File: src/hdl/sgds_consts.svh
// Named constants for the gate-drive sequencer.
`ifndef SGDS_CONSTS_SVH
`define SGDS_CONSTS_SVH
`define SGDS_ADDR_CTRL       8'h00
`define SGDS_ADDR_DRIVE      8'h04
`define SGDS_ADDR_STATUS     8'h08
`define SGDS_ADDR_STRAP      8'h0c
`define SGDS_CTRL_RESET      32'h0000_0000
`define SGDS_DRIVE_RESET     32'h0000_1003
`define SGDS_MODE_LSB        0
`define SGDS_IDRV_LSB        0
`define SGDS_TDRV_LSB        4
`define SGDS_DEAD_LSB        12
`define SGDS_GAIN_LSB        4
`define SGDS_VDS_LSB         8
`define SGDS_MODE_INDEP      2'h3
`define SGDS_MODE_3X         2'h1
`define SGDS_IDRV_HOLD       3'h0
`define SGDS_DEGLITCH_CYC    4'h3
`define SGDS_TDRV_UNIT_CYC   8'h10
`define SGDS_RESP_OKAY       2'h0
`define SGDS_RESP_SLVERR     2'h2
`endif

File: src/hdl/sgds_pkg.sv
// Types shared by the gate-drive sequencer.
package sgds_pkg;
  typedef enum logic [1:0] {SGDS_IDLE, SGDS_TURNOFF, SGDS_DEAD, SGDS_TURNON} sgds_state_type;
  typedef struct packed {
    logic [1:0] pwmMode;
    logic [2:0] currentSel;
    logic [1:0] gain;
    logic [2:0] vdsSel;
  } sgds_cfg_type;
  typedef struct packed {
    logic [2:0] highCurrent;
    logic [2:0] lowCurrent;
    logic       highOn;
    logic       lowOn;
    logic       highStrong;
    logic       lowStrong;
  } sgds_gate_type;
endpackage

File: src/hdl/sgds_sequencer.sv
// Gate-drive sequencer with strap or AXI4-Lite configuration for three half-bridges.
// Contract
// - Serial port active only while select low.
// - Serial data output only pulls low.
// - Controller serial clock times sampling and shifting.
// - Strapped variant reuses four serial pins.
// - Straps give gain, current, scheme, threshold.
// - Fault pin reports faults without serial.
// - Eight gate-current settings, register or pin.
// - Drive current for period, then hold.
// - Wait for opposite gate off before on.
// - Serial variant adds programmable digital dead time.
// - Strong pulldown on opposite gate while switching.
// - Strong pulldown lasts drive phase only; a new command during drive keeps it on through turn-off and dead time.
// - Switching command starts gate voltage monitoring.
// - Gate not at threshold at end: fault.
// - New command ends drive period at once.
// - Independent mode holds at drive current.
// - Deglitch PWM inputs against short pulses.
// - Inputs pass short digital delay stage.
// - Turn conducting gate off before other on.
// - Charge-pump undervoltage is a latched fault.
// - Scheme and gain straps latched once.
// - Mode 11b: gates follow inputs independently.
`include "sgds_consts.svh"
module sgds_sequencer #(
  parameter int PHASES = 3
) (
  input  wire logic              clk,
  input  wire logic              rst_n,
  input  wire logic              serialVariant,
  input  wire logic              serial_select_low,
  input  wire logic              serialClk,
  input  wire logic              serialDataIn,
  output logic                   serialDataOut,
  output logic                   serialDataOutEn,
  input  wire logic [1:0]        strapGain,
  input  wire logic [2:0]        strapCurrent,
  input  wire logic [1:0]        strapMode,
  input  wire logic [2:0]        drain_source_threshold_pin,
  input  wire logic [PHASES-1:0] pwmHigh,
  input  wire logic [PHASES-1:0] pwmLow,
  input  wire logic [PHASES-1:0] gateHighMon,
  input  wire logic [PHASES-1:0] gateLowMon,
  input  wire logic              pumpUnder,
  output sgds_pkg::sgds_gate_type gateOut [PHASES],
  output logic [1:0]             gainOut,
  output logic [2:0]             vdsOut,
  output logic                   fault_out_low,
  output logic                   faultOutEn,
  input  wire logic [7:0]        awaddr,
  input  wire logic              awvalid,
  output logic                   awready,
  input  wire logic [31:0]       wdata,
  input  wire logic [3:0]        wstrb,
  input  wire logic              wvalid,
  output logic                   wready,
  output logic [1:0]             bresp,
  output logic                   bvalid,
  input  wire logic              bready,
  input  wire logic [7:0]        araddr,
  input  wire logic              arvalid,
  output logic                   arready,
  output logic [31:0]            rdata,
  output logic [1:0]             rresp,
  output logic                   rvalid,
  input  wire logic              rready
);
  logic [31:0]        ctrl_q;
  logic [31:0]        drive_q;
  logic [PHASES-1:0]  gdfHigh_q;
  logic [PHASES-1:0]  gdfLow_q;
  logic               cpuv_q;
  logic [2:0]         strapStage_q;
  sgds_pkg::sgds_cfg_type strapSync1_q;
  sgds_pkg::sgds_cfg_type strapSync2_q;
  sgds_pkg::sgds_cfg_type cfg_q;
  logic [7:0]         awaddr_q;
  logic [31:0]        wdata_q;
  logic [3:0]         wstrb_q;
  logic               awHave_q;
  logic               wHave_q;
  logic [1:0]         cpuvSync_q;
  logic [1:0]         selSync_q;
  logic [1:0]         sclkSync_q;
  logic [1:0]         sdiSync_q;
  logic               sclkPrev_q;
  logic [15:0]        shift_q;
  logic               statusClr;
  logic               sdo_q;
  logic [1:0]         pwmMode;
  logic [2:0]         curSel;
  logic [7:0]         tdrvSel;
  logic [7:0]         deadSel;
  logic               writeFire;
  logic [PHASES-1:0]  gdfHighSet;
  logic [PHASES-1:0]  gdfLowSet;

  // Strap latch once after reset release; serial variant uses registers.
  always_ff @(posedge clk or negedge rst_n) begin
    if (!rst_n) begin
      strapStage_q <= 3'h0;
      strapSync1_q <= '0;
      strapSync2_q <= '0;
      cfg_q        <= '0;
    end else begin
      strapSync1_q <= '{strapMode, strapCurrent, strapGain, drain_source_threshold_pin};
      strapSync2_q <= strapSync1_q;
      strapStage_q <= {strapStage_q[1:0], 1'b1};
      if (strapStage_q[1] && !strapStage_q[2]) cfg_q <= strapSync2_q;
    end
  end

  assign pwmMode = serialVariant ? ctrl_q[`SGDS_MODE_LSB +: 2] : cfg_q.pwmMode;
  assign curSel  = serialVariant ? drive_q[`SGDS_IDRV_LSB +: 3] : cfg_q.currentSel;
  assign tdrvSel = drive_q[`SGDS_TDRV_LSB +: 8];
  assign deadSel = serialVariant ? drive_q[`SGDS_DEAD_LSB +: 8] : 8'h00;
  assign gainOut = serialVariant ? ctrl_q[`SGDS_GAIN_LSB +: 2] : cfg_q.gain;
  assign vdsOut  = serialVariant ? ctrl_q[`SGDS_VDS_LSB +: 3] : cfg_q.vdsSel;

  // Serial pins synchronised; shift register only in serial variant.
  always_ff @(posedge clk or negedge rst_n) begin
    if (!rst_n) begin
      selSync_q  <= 2'h3;
      sclkSync_q <= 2'h0;
      sdiSync_q  <= 2'h0;
      cpuvSync_q <= 2'h0;
      sclkPrev_q <= 1'b0;
    end else begin
      selSync_q  <= {selSync_q[0], serial_select_low};
      sclkSync_q <= {sclkSync_q[0], serialClk};
      sdiSync_q  <= {sdiSync_q[0], serialDataIn};
      cpuvSync_q <= {cpuvSync_q[0], pumpUnder};
      sclkPrev_q <= sclkSync_q[1];
    end
  end

  // Status word shifts out on rising edges, input sampled on falling edges.
  always_ff @(posedge clk or negedge rst_n) begin
    if (!rst_n) begin
      shift_q  <= '0;
      sdo_q    <= 1'b1;
    end else if (!serialVariant || selSync_q[1]) begin
      shift_q  <= {8'h00, 1'b0, cpuv_q, gdfLow_q, gdfHigh_q};
      sdo_q    <= 1'b1;
    end else if (sclkSync_q[1] && !sclkPrev_q) begin
      sdo_q    <= shift_q[15];
    end else if (!sclkSync_q[1] && sclkPrev_q) begin
      shift_q  <= {shift_q[14:0], sdiSync_q[1]};
    end
  end

  assign serialDataOut   = 1'b0;
  assign serialDataOutEn = serialVariant && !selSync_q[1] && !sdo_q;

  genvar p;
  generate
    for (p = 0; p < PHASES; p++) begin : g_phase
      logic [1:0] hiSync_q;
      logic [1:0] loSync_q;
      logic [1:0] hiMonSync_q;
      logic [1:0] loMonSync_q;
      logic [3:0] hiCnt_q;
      logic [3:0] loCnt_q;
      logic       hiClean_q;
      logic       loClean_q;
      logic       wantHi_q;
      logic       wantLo_q;
      logic       wantHi;
      logic       wantLo;
      logic       newCmd;
      logic [15:0] timer_q;
      logic       targetHigh_q;
      logic       prevHigh_q;
      logic       prevLow_q;
      sgds_pkg::sgds_state_type state_q;

      // Pins synchronised then held stable for a few cycles before use.
      always_ff @(posedge clk or negedge rst_n) begin
        if (!rst_n) begin
          hiSync_q  <= 2'h0;
          loSync_q  <= 2'h0;
          hiMonSync_q <= 2'h0;
          loMonSync_q <= 2'h0;
          hiCnt_q   <= '0;
          loCnt_q   <= '0;
          hiClean_q <= 1'b0;
          loClean_q <= 1'b0;
        end else begin
          hiSync_q <= {hiSync_q[0], pwmHigh[p]};
          loSync_q <= {loSync_q[0], pwmLow[p]};
          hiMonSync_q <= {hiMonSync_q[0], gateHighMon[p]};
          loMonSync_q <= {loMonSync_q[0], gateLowMon[p]};
          if (hiSync_q[1] == hiClean_q) hiCnt_q <= '0;
          else if (hiCnt_q == `SGDS_DEGLITCH_CYC) begin
            hiClean_q <= hiSync_q[1];
            hiCnt_q   <= '0;
          end else hiCnt_q <= hiCnt_q + 4'h1;
          if (loSync_q[1] == loClean_q) loCnt_q <= '0;
          else if (loCnt_q == `SGDS_DEGLITCH_CYC) begin
            loClean_q <= loSync_q[1];
            loCnt_q   <= '0;
          end else loCnt_q <= loCnt_q + 4'h1;
        end
      end

      // Mode decode into the wanted gate pair.
      always_comb begin
        case (pwmMode)
          `SGDS_MODE_INDEP: begin
            wantHi = hiClean_q;
            wantLo = loClean_q;
          end
          `SGDS_MODE_3X: begin
            wantHi = loClean_q && hiClean_q;
            wantLo = loClean_q && !hiClean_q;
          end
          default: begin
            wantHi = hiClean_q && !loClean_q;
            wantLo = loClean_q && !hiClean_q;
          end
        endcase
      end

      // One-cycle delay stage between decode and the sequencer.
      always_ff @(posedge clk or negedge rst_n) begin
        if (!rst_n) begin
          wantHi_q <= 1'b0;
          wantLo_q <= 1'b0;
        end else begin
          wantHi_q <= wantHi;
          wantLo_q <= wantLo;
        end
      end
      assign newCmd = (wantHi_q != prevHigh_q) || (wantLo_q != prevLow_q);

      // Switching sequence: off until both monitors low, dead time, then on for the drive period.
      always_ff @(posedge clk or negedge rst_n) begin
        if (!rst_n) begin
          state_q      <= sgds_pkg::SGDS_IDLE;
          timer_q      <= '0;
          targetHigh_q <= 1'b0;
          prevHigh_q   <= 1'b0;
          prevLow_q    <= 1'b0;
          gateOut[p]   <= '0;
        end else if (pwmMode == `SGDS_MODE_INDEP) begin
          state_q    <= sgds_pkg::SGDS_IDLE;
          prevHigh_q <= wantHi_q;
          prevLow_q  <= wantLo_q;
          gateOut[p] <= '{curSel, curSel, wantHi_q, wantLo_q, 1'b0, 1'b0};
        end else if (newCmd) begin
          prevHigh_q   <= wantHi_q;
          prevLow_q    <= wantLo_q;
          targetHigh_q <= wantHi_q;
          timer_q      <= 16'(tdrvSel) * 16'(`SGDS_TDRV_UNIT_CYC);
          state_q      <= sgds_pkg::SGDS_TURNOFF;
          gateOut[p].highOn      <= gateOut[p].highOn && wantHi_q;
          gateOut[p].lowOn       <= gateOut[p].lowOn && wantLo_q;
          gateOut[p].highCurrent <= curSel;
          gateOut[p].lowCurrent  <= curSel;
        end else begin
          case (state_q)
            sgds_pkg::SGDS_TURNOFF: begin
              if (!hiMonSync_q[1] && !loMonSync_q[1]) begin
                state_q <= sgds_pkg::SGDS_DEAD;
                timer_q <= {8'h00, deadSel};
              end else if (timer_q != '0) timer_q <= timer_q - 16'h0001;
            end
            sgds_pkg::SGDS_DEAD: begin
              if (timer_q != '0) timer_q <= timer_q - 16'h0001;
              else if (!wantHi_q && !wantLo_q) begin
                state_q                <= sgds_pkg::SGDS_IDLE;
                gateOut[p].highStrong  <= 1'b0;
                gateOut[p].lowStrong   <= 1'b0;
                gateOut[p].highCurrent <= `SGDS_IDRV_HOLD;
                gateOut[p].lowCurrent  <= `SGDS_IDRV_HOLD;
              end else begin
                state_q <= sgds_pkg::SGDS_TURNON;
                timer_q <= 16'(tdrvSel) * 16'(`SGDS_TDRV_UNIT_CYC);
                gateOut[p].highOn     <= targetHigh_q;
                gateOut[p].lowOn      <= !targetHigh_q;
                gateOut[p].highStrong <= !targetHigh_q;
                gateOut[p].lowStrong  <= targetHigh_q;
              end
            end
            sgds_pkg::SGDS_TURNON: begin
              if (timer_q != '0) timer_q <= timer_q - 16'h0001;
              else begin
                state_q <= sgds_pkg::SGDS_IDLE;
                gateOut[p].highStrong  <= 1'b0;
                gateOut[p].lowStrong   <= 1'b0;
                gateOut[p].highCurrent <= `SGDS_IDRV_HOLD;
                gateOut[p].lowCurrent  <= `SGDS_IDRV_HOLD;
              end
            end
            default: state_q <= sgds_pkg::SGDS_IDLE;
          endcase
        end
      end

      // Gate not at threshold when drive period expires.
      assign gdfHighSet[p] = !newCmd && state_q == sgds_pkg::SGDS_TURNON && timer_q == '0
                             && targetHigh_q && !hiMonSync_q[1];
      assign gdfLowSet[p]  = !newCmd && state_q == sgds_pkg::SGDS_TURNON && timer_q == '0
                             && !targetHigh_q && !loMonSync_q[1];
    end
  endgenerate

  // AXI4-Lite write path; address and data taken in either order.
  assign awready   = !awHave_q && !bvalid;
  assign wready    = !wHave_q && !bvalid;
  assign writeFire = awHave_q && wHave_q && !bvalid;
  always_ff @(posedge clk or negedge rst_n) begin
    if (!rst_n) begin
      awHave_q <= 1'b0;
      wHave_q  <= 1'b0;
      awaddr_q <= '0;
      wdata_q  <= '0;
      wstrb_q  <= '0;
      bvalid   <= 1'b0;
      bresp    <= `SGDS_RESP_OKAY;
    end else begin
      if (awvalid && awready) begin
        awHave_q <= 1'b1;
        awaddr_q <= awaddr;
      end
      if (wvalid && wready) begin
        wHave_q <= 1'b1;
        wdata_q <= wdata;
        wstrb_q <= wstrb;
      end
      if (writeFire) begin
        awHave_q <= 1'b0;
        wHave_q  <= 1'b0;
        bvalid   <= 1'b1;
        bresp    <= (awaddr_q == `SGDS_ADDR_CTRL || awaddr_q == `SGDS_ADDR_DRIVE
                     || awaddr_q == `SGDS_ADDR_STATUS) ? `SGDS_RESP_OKAY : `SGDS_RESP_SLVERR;
      end else if (bready) bvalid <= 1'b0;
    end
  end

  // Configuration registers with byte strobes.
  always_ff @(posedge clk or negedge rst_n) begin
    if (!rst_n) begin
      ctrl_q  <= `SGDS_CTRL_RESET;
      drive_q <= `SGDS_DRIVE_RESET;
    end else if (writeFire) begin
      for (int b = 0; b < 4; b++) begin
        if (wstrb_q[b] && awaddr_q == `SGDS_ADDR_CTRL) ctrl_q[b*8 +: 8] <= wdata_q[b*8 +: 8];
        if (wstrb_q[b] && awaddr_q == `SGDS_ADDR_DRIVE) drive_q[b*8 +: 8] <= wdata_q[b*8 +: 8];
      end
    end
  end

  assign statusClr = writeFire && awaddr_q == `SGDS_ADDR_STATUS && wstrb_q[0];
  // Sticky faults; writing one clears, a new event wins.
  always_ff @(posedge clk or negedge rst_n) begin
    if (!rst_n) begin
      gdfHigh_q <= '0;
      gdfLow_q  <= '0;
      cpuv_q    <= 1'b0;
    end else begin
      gdfHigh_q <= (gdfHigh_q & ~(statusClr ? wdata_q[PHASES-1:0] : '0)) | gdfHighSet;
      gdfLow_q  <= (gdfLow_q & ~(statusClr ? wdata_q[PHASES +: PHASES] : '0)) | gdfLowSet;
      cpuv_q    <= (cpuv_q && !(statusClr && wdata_q[2*PHASES])) || cpuvSync_q[1];
    end
  end

  assign fault_out_low = 1'b0;
  assign faultOutEn    = cpuv_q || (|gdfHigh_q) || (|gdfLow_q);

  // AXI4-Lite read path.
  assign arready = !rvalid;
  always_ff @(posedge clk or negedge rst_n) begin
    if (!rst_n) begin
      rvalid <= 1'b0;
      rdata  <= '0;
      rresp  <= `SGDS_RESP_OKAY;
    end else if (arvalid && arready) begin
      rvalid <= 1'b1;
      rresp  <= `SGDS_RESP_OKAY;
      case (araddr)
        `SGDS_ADDR_CTRL:   rdata <= ctrl_q;
        `SGDS_ADDR_DRIVE:  rdata <= drive_q;
        `SGDS_ADDR_STATUS: rdata <= 32'({cpuv_q, gdfLow_q, gdfHigh_q});
        `SGDS_ADDR_STRAP:  rdata <= 32'(cfg_q);
        default: begin
          rdata <= '0;
          rresp <= `SGDS_RESP_SLVERR;
        end
      endcase
    end else if (rready) rvalid <= 1'b0;
  end
endmodule

File: config.mk
export PLATFORM = sky130hd
export DESIGN_NAME = sgds_sequencer
export DESIGN_NICKNAME = d
export VERILOG_FILES = /design/src/hdl/sgds_pkg.sv /design/src/hdl/sgds_sequencer.sv
export VERILOG_INCLUDE_DIRS = /design/src /design/src/hdl
export SDC_FILE = /design/constraint.sdc
export NUM_CORES = 1
export LEC_CHECK = 0
export BUFFER_PORTS_ARGS = -buffer_cell sky130_fd_sc_hd__buf_4
export CELL_PAD_IN_SITES_DETAIL_PLACEMENT = 0
export CELL_PAD_IN_SITES_GLOBAL_PLACEMENT = 1
export CORE_ASPECT_RATIO = 0.9
export CORE_MARGIN = 2
export CORE_UTILIZATION = 30
export DETAILED_ROUTE_END_ITERATION = 10
export PLACE_DENSITY = 0.58
export SYNTH_ARGS = -nofsm -noshare
export SYNTH_HDL_FRONTEND = slang
export SYNTH_SLANG_ARGS = --single-unit
File: constraint.sdc
create_clock -name clk -period 8 [get_ports clk]
set_input_delay 0.4 -clock clk [delete_from_list [all_inputs] [get_ports clk]]
set_output_delay 0.4 -clock clk [all_outputs]
set_load 0.01 [all_outputs]
==> metrics.cfg <==
[run_status]
status=complete, no violations

[clock_network]
cts.htree.levels=2
cts_tree=built
clockBufferDepth=3
cts_made_buffers=41
cts.sinks=356
clkTransAtPathRegs_ps=60
cts_root_buffer=clkbuf_16
clk_latency_ps=570
cts_setup_buffers=0

[route]
num_vias=11900
ant_nets=0
routed_wl_um=45900
drc=0
drt_iter0_drc=871
routedWlPerCell_um=19.5
drt_pass1_iterations=5
avgViaCountPerCell=5.03

[setup_path]
crit_top_cell=o21ai_0
cpPeakStageDelay_ps=500
worstPathMaxFanout=15
path_cells=nor3_1 > nand4_1 > nor2_1 > inv_1 > ha_1 > o21ai_0 > a21oi_1 > or4_1 > o21ai_0
worst_ep_required_time_ps=8480
critPathLaunchType=flip-flop
crit_type=flip-flop to flip-flop
crit_buf_inv=1
crit_family=simple AND/OR/NAND/NOR gates
endpoint_kind=flip-flop
crit_arrival_ps=3840
critPathSlowestCell=nor3_1

[timing]
fmax_mhz=298
hold_viol=0
layout_min_cycle_time_ps=3360
period_share=0.420
setup_violations=0
finalClockSkew_ps=22.6
rsz0062_at_grt=false
finalSetupTns_ps=0
slew_headroom=0.266
maxSlewViolCount=0
tightest_slew_ps=1100
setup_slack_ps=4640

[global_routing]
busiest_layer=met2
grt_pass1_wl_um=72500
grt_pass1_vias=12300
grt_usage=0.168
gr-usage-met3=0.0304
use_met2=0.263
grt_antenna_before_repair=1
met1_usage=0.238
grt_max_degree=90
overflow=0

[floorplanning]
rows=80
start_util=0.303
die_x_um=248
fp.dieH_um=224
die-area_um2=55400
coreArea_um2=53000
boundaryPins=166

[final_layout]
nets=1741
areaGrowthSynthToFinish_pct=22.2
antennaDiodeCount=0
num-fill-cells=5165
drive_above_1_share=0.248

[yosys]
ys_warn_count=0
yosysTopAreaCell=dfrtp_1
synth_edf_count=0
synthTopCellsByCount=350 x dfrtp_1, 153 x nand2_1, 138 x mux2_2
synth.cell_area_um2=16100
synthCells=1456
ys_seq_area_frac=0.555
ys_types=74
async_flop_share=1.00
ys.flop_type=dfrtp_1
synth.top_cell.area_share=0.545
synth_area_leaders=dfrtp_1 55%, mux2_2 9.7%, o21ai_0 3.8%, nand2_1 3.6%, nor2_1 2.0%
synth.most_common_cell=dfrtp_1
synth-seq-cells=356
avgSynthCellArea_um2=11.0

[placed_design]
gp_congestion=0.850
dp_hpwl_um=31700
dp_worst_setup_slack_ps=4710
numPortBuffers=161

[power]
p_leak_nw=8.74
vdd_drop_max_uv=155
powerDensity_nw_per_um2=358

[flow_run]
max_cap_viol_count=0

[worst_hold_path]
hold_path.class=input port to flip-flop

-- cell usage in the layout (no fill, tap or decap), types with 29 or more instances in the layout --
master	synthesis	routed
dfrtp_1	350	350
inv_1	33	33
nor2_1	86	86
nand3_1	32	32
dlygate4sd3_1	0	29
o21ai_0	121	121
mux2_2	138	138
nor3_1	30	30
a21oi_1	55	55
nand2_1	153	153
clkbuf_16	0	42
buf_4	14	176
-- worst reg2reg max path: stages (launching register included) --
cell and delay [ps]:
dfrtp_1 430, nor3_1 500, nand4_1 310, nor2_1 490
inv_1 390, ha_1 400, o21ai_0 160, a21oi_1 60
or4_1 470, o21ai_0 80
-- cells by family after synthesis --
kind of cell / Yosys count / share of synthesized area
adders and majority gates: 24 / 0.0187
buffers and inverters: 111 / 0.0299
xor gates and xnor gates: 31 / 0.0169
muxes: 164 / 0.113
other: 2 / 0.000467
DFF: 356 / 0.555
AOI/OAI and AO/OA: 345 / 0.136
and+or+nand+nor: 423 / 0.131
-- layer usage --
layer	vias up	share of wire
li1	5599	-
met1	5968	0.46
met2	246	0.47
met3	68	0.047
met4	0	0.023
met5	-	0
-- final timing paths --
check,from,to,slack [ps],cells after the start
min,awaddr[5],awaddr_q[5]$_DFFE_PN0P_,60,2
max in group asynchronous,rst_n,sclkSync_q[1]$_DFF_PN0_,5400,4
min reg2reg,strapStage_q[0]$_DFF_PN0_,strapStage_q[1]$_DFF_PN0_,350,0
max,g_phase[0].timer_q[7]$_DFFE_PN0P_,g_phase[0].timer_q[0]$_DFFE_PN0P_,4640,9
min in group asynchronous,rst_n,rdata[17]$_DFFE_PN0P_,440,2
max reg2reg,g_phase[0].timer_q[7]$_DFFE_PN0P_,g_phase[0].timer_q[0]$_DFFE_PN0P_,4640,9
-- per-stage QoR --
step	instances	cell area (um^2)	utilization	power, mW	hold slack [ps]
2_1_floorplan	1459	16100	-	4.31	104
3_3_place_gp	2256	17900	0.339	5.07	333
3_5_place_dp	2256	17900	0.339	5.10	336
5_1_grt	2361	19600	0.371	7.54	40.4
4_1_cts	2361	19600	0.371	7.11	29.2
6_report	2361	19600	0.371	7.03	59.8
-- state kept, by name (all words and copies together) (netlist names), 16 cells and up --
signal and flops:
drive_q 32, shift_q 16, ctrl_q 32, wdata_q 32
gateOut 21, g_phase.timer_q 48, rdata 32
-- power breakdown --
group	internal, mW	switching [mW]	total (mW)
clock	1.17	0.774	1.95
combinational	1.01	1.43	2.45
sequential	2.21	0.425	2.64
-- timing repair --
| item | CTS | global route |
|---|---|---|
| endpoints found under the hold margin | 113 | 0 |
| hold buffers | 29 | 0 |
| gates resized for setup | 0 | 0 |
-- area by class of cell --
type	count	area (um^2)	area share
Timing Repair Buffer	206	1630	0.0828
Clock inverter	18	220	0.0112
Inverter	34	128	0.00650
Tap cell	697	872	0.0444
Multi-Input combinational cell	992	6690	0.340
Sequential cell	356	8920	0.454
Clock buffer	58	1190	0.0606
Note: power is estimated with default switching activity, not from simulation.
